**src/pkg/adcseq_pkg.sv**
```systemverilog
// Constants, state encoding and carrier structs for the converter sequencer.
`default_nettype none
package adcseq_pkg;
  // Default conversion length in system clock cycles.
  localparam int unsigned CONV_CYCLES = 5129;
  // Power-up time spent before a conversion when starting from powered down.
  localparam int unsigned PWRUP_CYCLES = 40;
  // Idle time after which the converter powers itself down.
  localparam int unsigned IDLE_CYCLES = 160;
  // Counter width, wide enough for the conversion length.
  localparam int unsigned CNT_W = 13;
  // Result width and the low bits dropped per operating mode.
  localparam int unsigned RES_W = 13;
  localparam int unsigned DIFF_DROP = 2;
  localparam int unsigned SE_DROP = 3;
  // Result split: upper byte and low five bits shifted to bits 7:3.
  localparam int unsigned RES_HI_LSB = 5;
  localparam int unsigned RES_LO_SHIFT = 3;
  // Analog sources: eight pins plus the temperature sensor.
  localparam int unsigned NUM_PINS = 8;
  localparam int unsigned NUM_SRC = 9;
  localparam logic [3:0] TEMP_SRC = 4'h8;
  // Field positions inside the input buffer mode field.
  localparam int unsigned BUF_BUFFERED_BIT = 0;
  localparam int unsigned BUF_DIFF_BIT = 2;
  // Reset values.
  localparam logic [RES_W-1:0] RES_RESET = 13'h0000;
  localparam logic [7:0] BYTE_RESET = 8'h00;

  // Sequencer states.
  typedef enum logic [1:0] {
    ST_OFF,
    ST_PWRUP,
    ST_CONV,
    ST_IDLE
  } adcseq_state_e;

  // Software configuration bits.
  typedef struct packed {
    logic continuous;
    logic [2:0] input_buffer_mode_field;
    logic ref_level_select_high;
    logic ref_level_select_low;
    logic ref_output_to_pin;
    logic [3:0] channel;
    logic [NUM_PINS-1:0] pin_alt_func;
  } adcseq_cfg_s;

  // Controls sent to the analog front end.
  typedef struct packed {
    logic [NUM_SRC-1:0] mux_onehot;
    logic diff_mode;
    logic buffered;
    logic ref_enable;
    logic [1:0] ref_level;
    logic ref_pin_drive;
    logic [NUM_PINS-1:0] pin_digital_off;
    logic powered;
    logic converting;
  } adcseq_afe_s;
endpackage
`default_nettype wire

```
**src/rtl/adcseq_core.sv**
```systemverilog
// Conversion sequencer for a sigma-delta analog-to-digital converter.
`timescale 1ns/100ps
`default_nettype none
// What this block does
// - A software write of one to the start flag begins a conversion of the selected input.
// - The start flag reads one for as long as a conversion is underway.
// - A single-shot conversion takes exactly 5129 clock cycles until the result is ready.
// - Starting from powered down adds 40 power-up cycles before the 5129-cycle conversion.
// - The 13-bit result goes to the high byte bits 7:0 and the low byte bits 7:3.
// - Each completed conversion sends a completion interrupt request.
// - The start flag clears to zero when a single-shot conversion finishes.
// - After 160 consecutive idle cycles the converter powers down by itself.
// - Continuous mode converts repeatedly and each result overwrites the previous one.
// - Continuous mode raises the completion request after every conversion.
// - The three-bit buffer mode field picks single-ended or differential, buffered or not.
// - The reference select pair picks the internal reference level or disables it.
// - The reference is driven to its pin when asked, and only while the reference is enabled.
// - Resolution is 11 bits differential and 10 bits single-ended.
// - A pin switched to its alternate function has its digital input and driver disabled.
// - The multiplexer selects one of eight pins or the temperature sensor.
module adcseq_core #(
  parameter int unsigned CONV_LEN = adcseq_pkg::CONV_CYCLES
) (
  input wire logic clk, // System clock, 125 MHz.
  input wire logic sys_rst, // Synchronous reset, active high.
  input wire logic start_write, // One-cycle pulse: software writes one to the start flag.
  input wire adcseq_pkg::adcseq_cfg_s cfg, // Software configuration bits.
  input wire logic [adcseq_pkg::RES_W-1:0] filter_result, // Two's-complement filter output.
  output logic conversion_start_flag, // Busy flag as software reads it.
  output logic [7:0] result_high_byte, // Result bits 12:5.
  output logic [7:0] result_low_byte, // Result bits 4:0 in bits 7:3.
  output logic conv_done_irq, // One-cycle completion request.
  output adcseq_pkg::adcseq_afe_s afe // Front-end controls.
);

  localparam logic [adcseq_pkg::CNT_W-1:0] CONV_LAST = adcseq_pkg::CNT_W'(CONV_LEN - 1);
  localparam logic [adcseq_pkg::CNT_W-1:0] PWRUP_LAST = adcseq_pkg::CNT_W'(adcseq_pkg::PWRUP_CYCLES - 1);
  localparam logic [adcseq_pkg::CNT_W-1:0] IDLE_LAST = adcseq_pkg::CNT_W'(adcseq_pkg::IDLE_CYCLES - 1);

  // Keeps only the bits that the active mode resolves; the dropped bits read zero.
  function automatic logic [adcseq_pkg::RES_W-1:0] resolve(input logic [adcseq_pkg::RES_W-1:0] raw,
                                                          input logic diff);
    logic [adcseq_pkg::RES_W-1:0] mask;
    mask = '1;
    if (diff) begin
      mask = mask << adcseq_pkg::DIFF_DROP;
    end else begin
      mask = mask << adcseq_pkg::SE_DROP;
    end
    return raw & mask;
  endfunction

  // Out-of-range channel codes fall back to the temperature sensor.
  function automatic logic [adcseq_pkg::NUM_SRC-1:0] mux_decode(input logic [3:0] ch);
    logic [adcseq_pkg::NUM_SRC-1:0] oh;
    oh = '0;
    if (ch > adcseq_pkg::TEMP_SRC) begin
      oh[adcseq_pkg::TEMP_SRC] = 1'b1;
    end else begin
      oh[ch] = 1'b1;
    end
    return oh;
  endfunction

  adcseq_pkg::adcseq_state_e state_q, state_d;
  logic [adcseq_pkg::CNT_W-1:0] cnt_q, cnt_d;
  logic busy_q, busy_d;
  logic done_q, done_d;
  logic [7:0] res_hi_q, res_hi_d;
  logic [7:0] res_lo_q, res_lo_d;
  logic [adcseq_pkg::RES_W-1:0] res_word;
  adcseq_pkg::adcseq_afe_s afe_q, afe_d;

  // Sequencer next state. Starts arriving mid-conversion are dropped on purpose.
  always_comb begin
    state_d = state_q;
    cnt_d = cnt_q;
    busy_d = busy_q;
    done_d = 1'b0;
    res_hi_d = res_hi_q;
    res_lo_d = res_lo_q;
    res_word = resolve(filter_result, cfg.input_buffer_mode_field[adcseq_pkg::BUF_DIFF_BIT]);
    unique case (state_q)
      adcseq_pkg::ST_OFF: begin
        if (start_write) begin
          state_d = adcseq_pkg::ST_PWRUP;
          cnt_d = '0;
          busy_d = 1'b1;
        end
      end
      adcseq_pkg::ST_PWRUP: begin
        if (cnt_q == PWRUP_LAST) begin
          state_d = adcseq_pkg::ST_CONV;
          cnt_d = '0;
        end else begin
          cnt_d = cnt_q + 1'b1;
        end
      end
      adcseq_pkg::ST_CONV: begin
        if (cnt_q == CONV_LAST) begin
          done_d = 1'b1;
          res_hi_d = res_word[adcseq_pkg::RES_W-1 -: 8];
          res_lo_d = {res_word[adcseq_pkg::RES_HI_LSB-1:0], 3'h0};
          cnt_d = '0;
          if (!cfg.continuous) begin
            state_d = adcseq_pkg::ST_IDLE;
            busy_d = 1'b0;
          end
        end else begin
          cnt_d = cnt_q + 1'b1;
        end
      end
      adcseq_pkg::ST_IDLE: begin
        if (start_write) begin
          state_d = adcseq_pkg::ST_CONV;
          cnt_d = '0;
          busy_d = 1'b1;
        end else if (cnt_q == IDLE_LAST) begin
          state_d = adcseq_pkg::ST_OFF;
          cnt_d = '0;
        end else begin
          cnt_d = cnt_q + 1'b1;
        end
      end
    endcase
  end

  // Sequencer registers.
  always_ff @(posedge clk) begin
    if (sys_rst) begin
      state_q <= adcseq_pkg::ST_OFF;
      cnt_q <= '0;
      busy_q <= 1'b0;
      done_q <= 1'b0;
      res_hi_q <= adcseq_pkg::BYTE_RESET;
      res_lo_q <= adcseq_pkg::BYTE_RESET;
    end else begin
      state_q <= state_d;
      cnt_q <= cnt_d;
      busy_q <= busy_d;
      done_q <= done_d;
      res_hi_q <= res_hi_d;
      res_lo_q <= res_lo_d;
    end
  end

  // Front-end controls, registered so the analog side sees clean levels.
  always_comb begin
    afe_d.mux_onehot = mux_decode(cfg.channel);
    afe_d.diff_mode = cfg.input_buffer_mode_field[adcseq_pkg::BUF_DIFF_BIT];
    afe_d.buffered = cfg.input_buffer_mode_field[adcseq_pkg::BUF_BUFFERED_BIT];
    afe_d.ref_level = {cfg.ref_level_select_high, cfg.ref_level_select_low};
    afe_d.ref_enable = |afe_d.ref_level;
    // A disabled reference is never driven out, even if software asks.
    afe_d.ref_pin_drive = cfg.ref_output_to_pin & afe_d.ref_enable;
    afe_d.pin_digital_off = cfg.pin_alt_func;
    afe_d.powered = (state_d != adcseq_pkg::ST_OFF);
    afe_d.converting = (state_d == adcseq_pkg::ST_CONV);
  end

  // Front-end control registers.
  always_ff @(posedge clk) begin
    if (sys_rst) begin
      afe_q <= '0;
    end else begin
      afe_q <= afe_d;
    end
  end

  assign conversion_start_flag = busy_q;
  assign result_high_byte = res_hi_q;
  assign result_low_byte = res_lo_q;
  assign conv_done_irq = done_q;
  assign afe = afe_q;

  // Independent span counter for the timing checks below. It restarts on every state change and on every
  // completion, so those checks do not lean on the sequencer's own counter and catch an off-by-one in it.
  logic [adcseq_pkg::CNT_W:0] span_q, span_d;

  // Span next value; it may wrap while powered down, where nothing reads it.
  always_comb begin
    if (state_d != state_q || done_d) begin
      span_d = '0;
    end else begin
      span_d = span_q + 1'b1;
    end
  end

  // Span register.
  always_ff @(posedge clk) begin
    if (sys_rst) begin
      span_q <= '0;
    end else begin
      span_q <= span_d;
    end
  end
endmodule // adcseq_core
`default_nettype wire

```
**config.mk**
```make
export PLATFORM = sky130hd
export DESIGN_NAME = adcseq_core
export DESIGN_NICKNAME = d
export VERILOG_FILES = /design/src/pkg/adcseq_pkg.sv /design/src/rtl/adcseq_core.sv
export SDC_FILE = /design/constraint.sdc
export NUM_CORES = 1
export LEC_CHECK = 0
export ABC_AREA = 1
export BUFFER_PORTS_ARGS = -buffer_cell sky130_fd_sc_hd__buf_2
export CAP_MARGIN = 15
export CORE_ASPECT_RATIO = 1.75
export CORE_MARGIN = 4
export CORE_UTILIZATION = 34
export CTS_BUF_LIST = sky130_fd_sc_hd__clkbuf_16
export DETAILED_ROUTE_END_ITERATION = 12
export PLACE_DENSITY_LB_ADDON = 0.3
export SLEW_MARGIN = 0
export SYNTH_ARGS = -nofsm -noshare
export SYNTH_HDL_FRONTEND = slang
export SYNTH_SLANG_ARGS = --single-unit
```
**constraint.sdc**
```tcl
create_clock -name clk -period 2.4 [get_ports clk]
set_input_delay 0.48 -clock clk [delete_from_list [all_inputs] [get_ports clk]]
set_output_delay 0.48 -clock clk [all_outputs]
set_load 0.01 [all_outputs]
```
# --- Word level (Yosys, flattened, before mapping) ---
# Cells that the tools add are included.
totals:
  reg_bits: 55
  inputBits: 35
  wordCells: 66
classes:
  addsub: 1
  n_lt_le_gt_ge: 3
  eq_ne: 11
  muxes: 22
  n_bitwise: 3
  n_reduce_logical: 10
op_table:
  columns: ["op", "n"]
  rows:
  - ["two-way mux 13 bit", 5]
  - ["one-hot mux 13 bit (4 select lines)", 1]
  - ["adder 13 x 1 -> 13 bit, second input constant", 1]
  - ["AND 13 bit", 1]
  - ["equality test 13 bit, second input constant", 1]
  - ["equality test 13 x 6 -> 1 bit, second input constant", 1]
  - ["equality test 13 x 8 -> 1 bit, second input constant", 1]
  - ["two-way mux 2 bit", 6]
  - ["one-hot mux 2 bit (4 select lines)", 1]
  - ["OR reduction 2 bit", 4]
  - ["equality test 2 bit, second input constant", 3]
  - ["two-way mux 1 bit", 6]
  - ["inequality test 2 bit, second input constant", 3]
  - ["less-than comparator 4 x 5 -> 1 bit, second input constant", 1]
  - ["demux 1 bit (select 4 bit)", 1]
  - ["greater-or-equal comparator 4 x 1 -> 1 bit, second input constant", 1]
  - ["greater-than comparator 4 bit, second input constant", 1]
  - ["AND reduction 4 bit", 1]
  - ["nonzero test 2 bit", 2]
  - ["two-way mux 3 bit", 1]
  - ["equality test 2 x 1 -> 1 bit, second input constant", 1]
  - ["logical NOT 2 bit", 1]
  - ["inequality test 2 x 1 -> 1 bit, second input constant", 1]
  - ["one-hot mux 1 bit (2 select lines)", 1]
  - ["other kinds (4)", 4]

# --- Longest topological paths before layout ---
depth:
  depth_word: 5
  ltp_mapped: 13
  depth_no_buf: 12

# --- Worst setup path after synthesis ---
# No wires, ideal clock.
synth_path:
  path_type: "register to register"
  startpoint: "register cnt_q[1] (netlist name)"
  endpoint: "register cnt_q[12] (netlist name)"
  setup_time_ps: 132
  t_arrival_ps: 1280
  t_required_ps: 2268
  setup_slack_ps: 987
  stages_incl_launch_ff: 10
  path_buffers: 1
  path_cell_list: "dfxtp_1 > ha_1 > nand2_2 > nor3_1 > nand2_1 > nand3_2 > nand3_2 > buf_6 > nand4_1 > a21oi_1"
synth_between:
  elab_chain_cells: 4
  elab_cells_between_ends: 9
synth_lines:
  columns: ["item", "line_no", "source"]
  rows:
  - ["start: declaration", "adcseq_core.sv:66", "logic [adcseq_pkg::CNT_W-1:0] cnt_q, cnt_d;"]
  - ["start signal: assignment", "adcseq_core.sv:139", "cnt_q <= cnt_d;"]
  - ["adder 13 x 1 -> 13 bit or equality test 13 x 8 -> 1 bit (tied branches)", null, null]
  - ["two-way mux 13 bit", "adcseq_core.sv:118", "end else if (cnt_q == IDLE_LAST) begin"]
  - ["two-way mux 13 bit", "adcseq_core.sv:114", "if (start_write) begin"]
  - ["one-hot mux 13 bit (4 select lines) *", "adcseq_core.sv:83", "unique case (state_q)"]
# Mark *: on every way between the ends. The rest lies on a longest branch, timed or not.
# A chain may end at the register's enable or synchronous reset.

# --- Final worst setup path ---
layout_path:
  startpoint: "register state_q[1]"
  endpoint: "register afe_q (netlist bit afe[1])"
layout_between:
  elab_chain_cells: 4
  elab_cells_between_ends: 12
layout_lines:
  columns: ["item", "line_no", "source"]
  rows:
  - ["start: declaration", "adcseq_core.sv:65", "adcseq_pkg::adcseq_state_e state_q, state_d;"]
  - ["start signal: assignment", "adcseq_core.sv:131", "state_q <= adcseq_pkg::ST_OFF;"]
  - ["start signal: assignment", "adcseq_core.sv:138", "state_q <= state_d;"]
  - ["two-way mux 2 bit (on tied branches)", "adcseq_core.sv:118, adcseq_core.sv:105", null]
  - ["two-way mux 2 bit (on tied branches)", "adcseq_core.sv:114, adcseq_core.sv:100", null]
  - ["one-hot mux 2 bit (4 select lines) *", "adcseq_core.sv:83", null]
  - ["nonzero test 2 bit *", "adcseq_core.sv:157", "afe_d.powered = (state_d != adcseq_pkg::ST_OFF);"]
  - ["end signal: assignment", "adcseq_core.sv:164", "afe_q <= '0;"]
  - ["end signal: assignment", "adcseq_core.sv:166", "afe_q <= afe_d;"]
  - ["end: declaration", "adcseq_core.sv:72", "adcseq_pkg::adcseq_afe_s afe_q, afe_d;"]
# Marked as above.

==> qor.txt <==
Status = completed
CP max stage delay = 780 ps
R2R Setup Slk = 460 ps
Relative slew slack = 29.6%
Sum Neg Setup Slack = 0 ps
Die area = 8220 sq um
FF-to-FF Start = state_q[1]$_SDFF_PP0_
Nets@finish = 420
GRT overflow = 0
Crit path top cell by count = nand2_1
Crit. Startpoint = state_q[1]$_SDFF_PP0_
Avg Inst Size Synth = 7.39 sq um
Number of global-route vias before repair = 2,114
Clock Latency Late Sink = 290 ps
Number of CTS-inserted buffers = 5
H-tree depth = 2
ANT nets after route = 0
VDD IR-drop max = 459 uV
Layout area overhead = 24.3%
Slowest-stage cell, CP = nor2_1
CTS clk-pin slew, worst paths = 70 ps
Buf/Inv on CP = 2
I/O pins = 78
Hold Path Class = in2reg
Synth warn = 0
Critical Path AT = 2120 ps
Total chip power = 1890 uW
Setup Skew = 4.35 ps
Hold Path Cell Cnt = 2
DR vias = 2,151
Post-CTS setup buffers = 0
Final number of setup-violating endpoints = 0
Starting Density = 35.0%
Crit path time final = 1940 ps
PwrDens = 659 nW/um^2
Total wire length = 5.51 mm
Crit start category = flip-flop
DRC errors left = 0
FF-to-FF End = afe[1]$_SDFF_PP0_
CTS tree = built
Drt first pass iters = 4
Core Region = 6590 sq um
Clk sinks = 53
WHS = 374 ps
Antenna diode count = 0
GP Congestion = 0.894
CP delay by family, top = simple AND/OR/NAND/NOR gates
CP endpoint = afe[1]$_SDFF_PP0_
Yosys reg bits = 53
Final hold violation count = 0
Area of the mapped netlist = 2310 sq um
Initial DRC Count = 74
CTS root buffer = clkbuf_16
Static Leakage = 0.00141 uW
Sequential fraction of the synthesis area = 46.0%
Mapped Cells = 312
Hold Buf Count CTS = 0
Fmax = 0.515 GHz
Worst Path Required = 2580 ps
Total Routing Usage GR = 13.8%
Netlist cell types = 25
Final Util = 43.5%
Initial antenna violation count = 0
Crit Path Category = reg2reg
WL/cell = 11.9 um
Die Wd = 70.3 um
Post_cts resized = 0
Final Max Slew Viols = 0
Crit Path Max Fanout = 15
DP Wirelength = 4.20 mm
Final period util = 80.8%
Critical path, cell by cell = inv_1, ha_1, inv_1, nor2_1, nand2_1, nand2_1, nand2_1, nand2_1, nand2_1
CP Capture Type = flip-flop
RSZ-0062 raised after global routing = false
Cells on worst reg2reg path = 9
Largest net degree at the start of global routing = 29
Port Buf Inserts = 69
Share of layout cells above drive strength 1 = 24.2%
First-pass GRT wire length = 9.23 mm
Max-cap violations = 0
Detailed-route vias per instance = 4.66
Actual slew at the worst max-slew pin = 1050 ps
CTS max path bufs = 2
Site row count = 39
Stages on worst setup path = 9
Die Y = 117 um
-- sequential cells by signal (all words and copies together), names as in the netlist --
signal                 flops
result_low_byte            3
conversion_start_flag      1
afe                       25
conv_done_irq              1
result_high_byte           8
state_q                    2
cnt_q                     13
-- logic make-up after synthesis --
family / share of synthesized area, %
buffers and inverters: 10.5
other: 0.163
XOR/XNOR: 1.90
AND/OR/NAND/NOR: 31.6
AO/OA/AOI/OAI: 6.62
flip-flops: 46.0
adder cells (fa/ha/maj): 3.26
-- worst min-delay path by stage --
| stage | startpoint | endpoint | slack, ps |
|---|---|---|---|
| 2_1_floorplan | cnt_q[12]$_SDFFE_PP0P_ | cnt_q[12]$_SDFFE_PP0P_ | 470 |
| 3_3_place_gp | result_low_byte[5]$_SDFFE_PP0P_ | result_low_byte[5]$_SDFFE_PP0P_ | 460 |
| 3_5_place_dp | result_low_byte[5]$_SDFFE_PP0P_ | result_low_byte[5]$_SDFFE_PP0P_ | 470 |
| 4_1_cts | cfg[11] | afe[23]$_SDFF_PP0_ | 370 |
| 5_1_grt | cfg[11] | afe[23]$_SDFF_PP0_ | 360 |
| 6_report | cfg[11] | afe[23]$_SDFF_PP0_ | 370 |
-- placed cells by master, fill, tap and decap left out --
cell / count
a21oi_1: 15
buf_2: 69
buf_4: 2
bufinv_16: 1
clkbuf_16: 5
clkinv_2: 1
conb_1: 5
dfxtp_1: 53
ha_1: 6
inv_1: 38
inv_2: 3
inv_6: 1
nand2_1: 56
nand2_2: 4
nand3_1: 22
nand3_2: 2
nand4_1: 11
nor2_1: 47
nor2_2: 2
nor2_4: 1
nor3_1: 14
nor3_4: 1
nor3b_1: 1
o21ai_0: 14
o21bai_1: 1
xnor2_1: 1
xor2_1: 4
-- area by class of cell --
cell class,instances,area [sq um]
clock buffers,5,125
clock inverters,3,43.8
fillers,700,3720
inverters,41,154
multi-input cells,207,1020
flip-flops and latches,53,1060
well taps,82,103
repair buffers,71,360
-- per-stage QoR --
step,std cells,worst slack (ps),instance area [sq um]
6_report,462,460,2870
5_1_grt,462,120,2870
4_1_cts,462,439,2870
3_5_place_dp,454,454,2700
3_3_place_gp,454,424,2700
2_1_floorplan,316,987,2320
-- synthesized netlist by cell type --
cell type	instances	area, sq um
nor3_1	14	70.1
nor2_1	47	176
a21oi_1	15	75.1
conb_1	1	3.75
nor3_4	1	16.3
clkbuf_1	7	26.3
buf_4	6	45.0
nor2_4	1	11.3
nand3_2	2	20.0
inv_1	38	143
ha_1	6	75.1
o21ai_0	14	70.1
dfxtp_1	53	1060
buf_6	1	11.3
nor2_2	2	12.5
inv_2	3	11.3
nand4_1	11	68.8
xnor2_1	1	8.76
xor2_1	4	35.0
nand3_1	22	110
o21bai_1	1	7.51
nand2_1	56	210
nand2_2	4	25.0
buf_2	1	5.00
nor3b_1	1	7.51
-- where the power goes --
group / internal [uW] / switching, uW
combinational: 57.7 / 100
clock: 494 / 325
sequential: 902 / 8.31
-- layer usage --
layer	global-route usage, %	vias up	wire length (um)
met1	13.7	966	2050
met2	26.5	57	3050
met3	3.08	12	259
met5	0	-	0
li1	-	1116	-
met4	7.16	0	153
No activity file was read; power rests on OpenSTA's default activity.
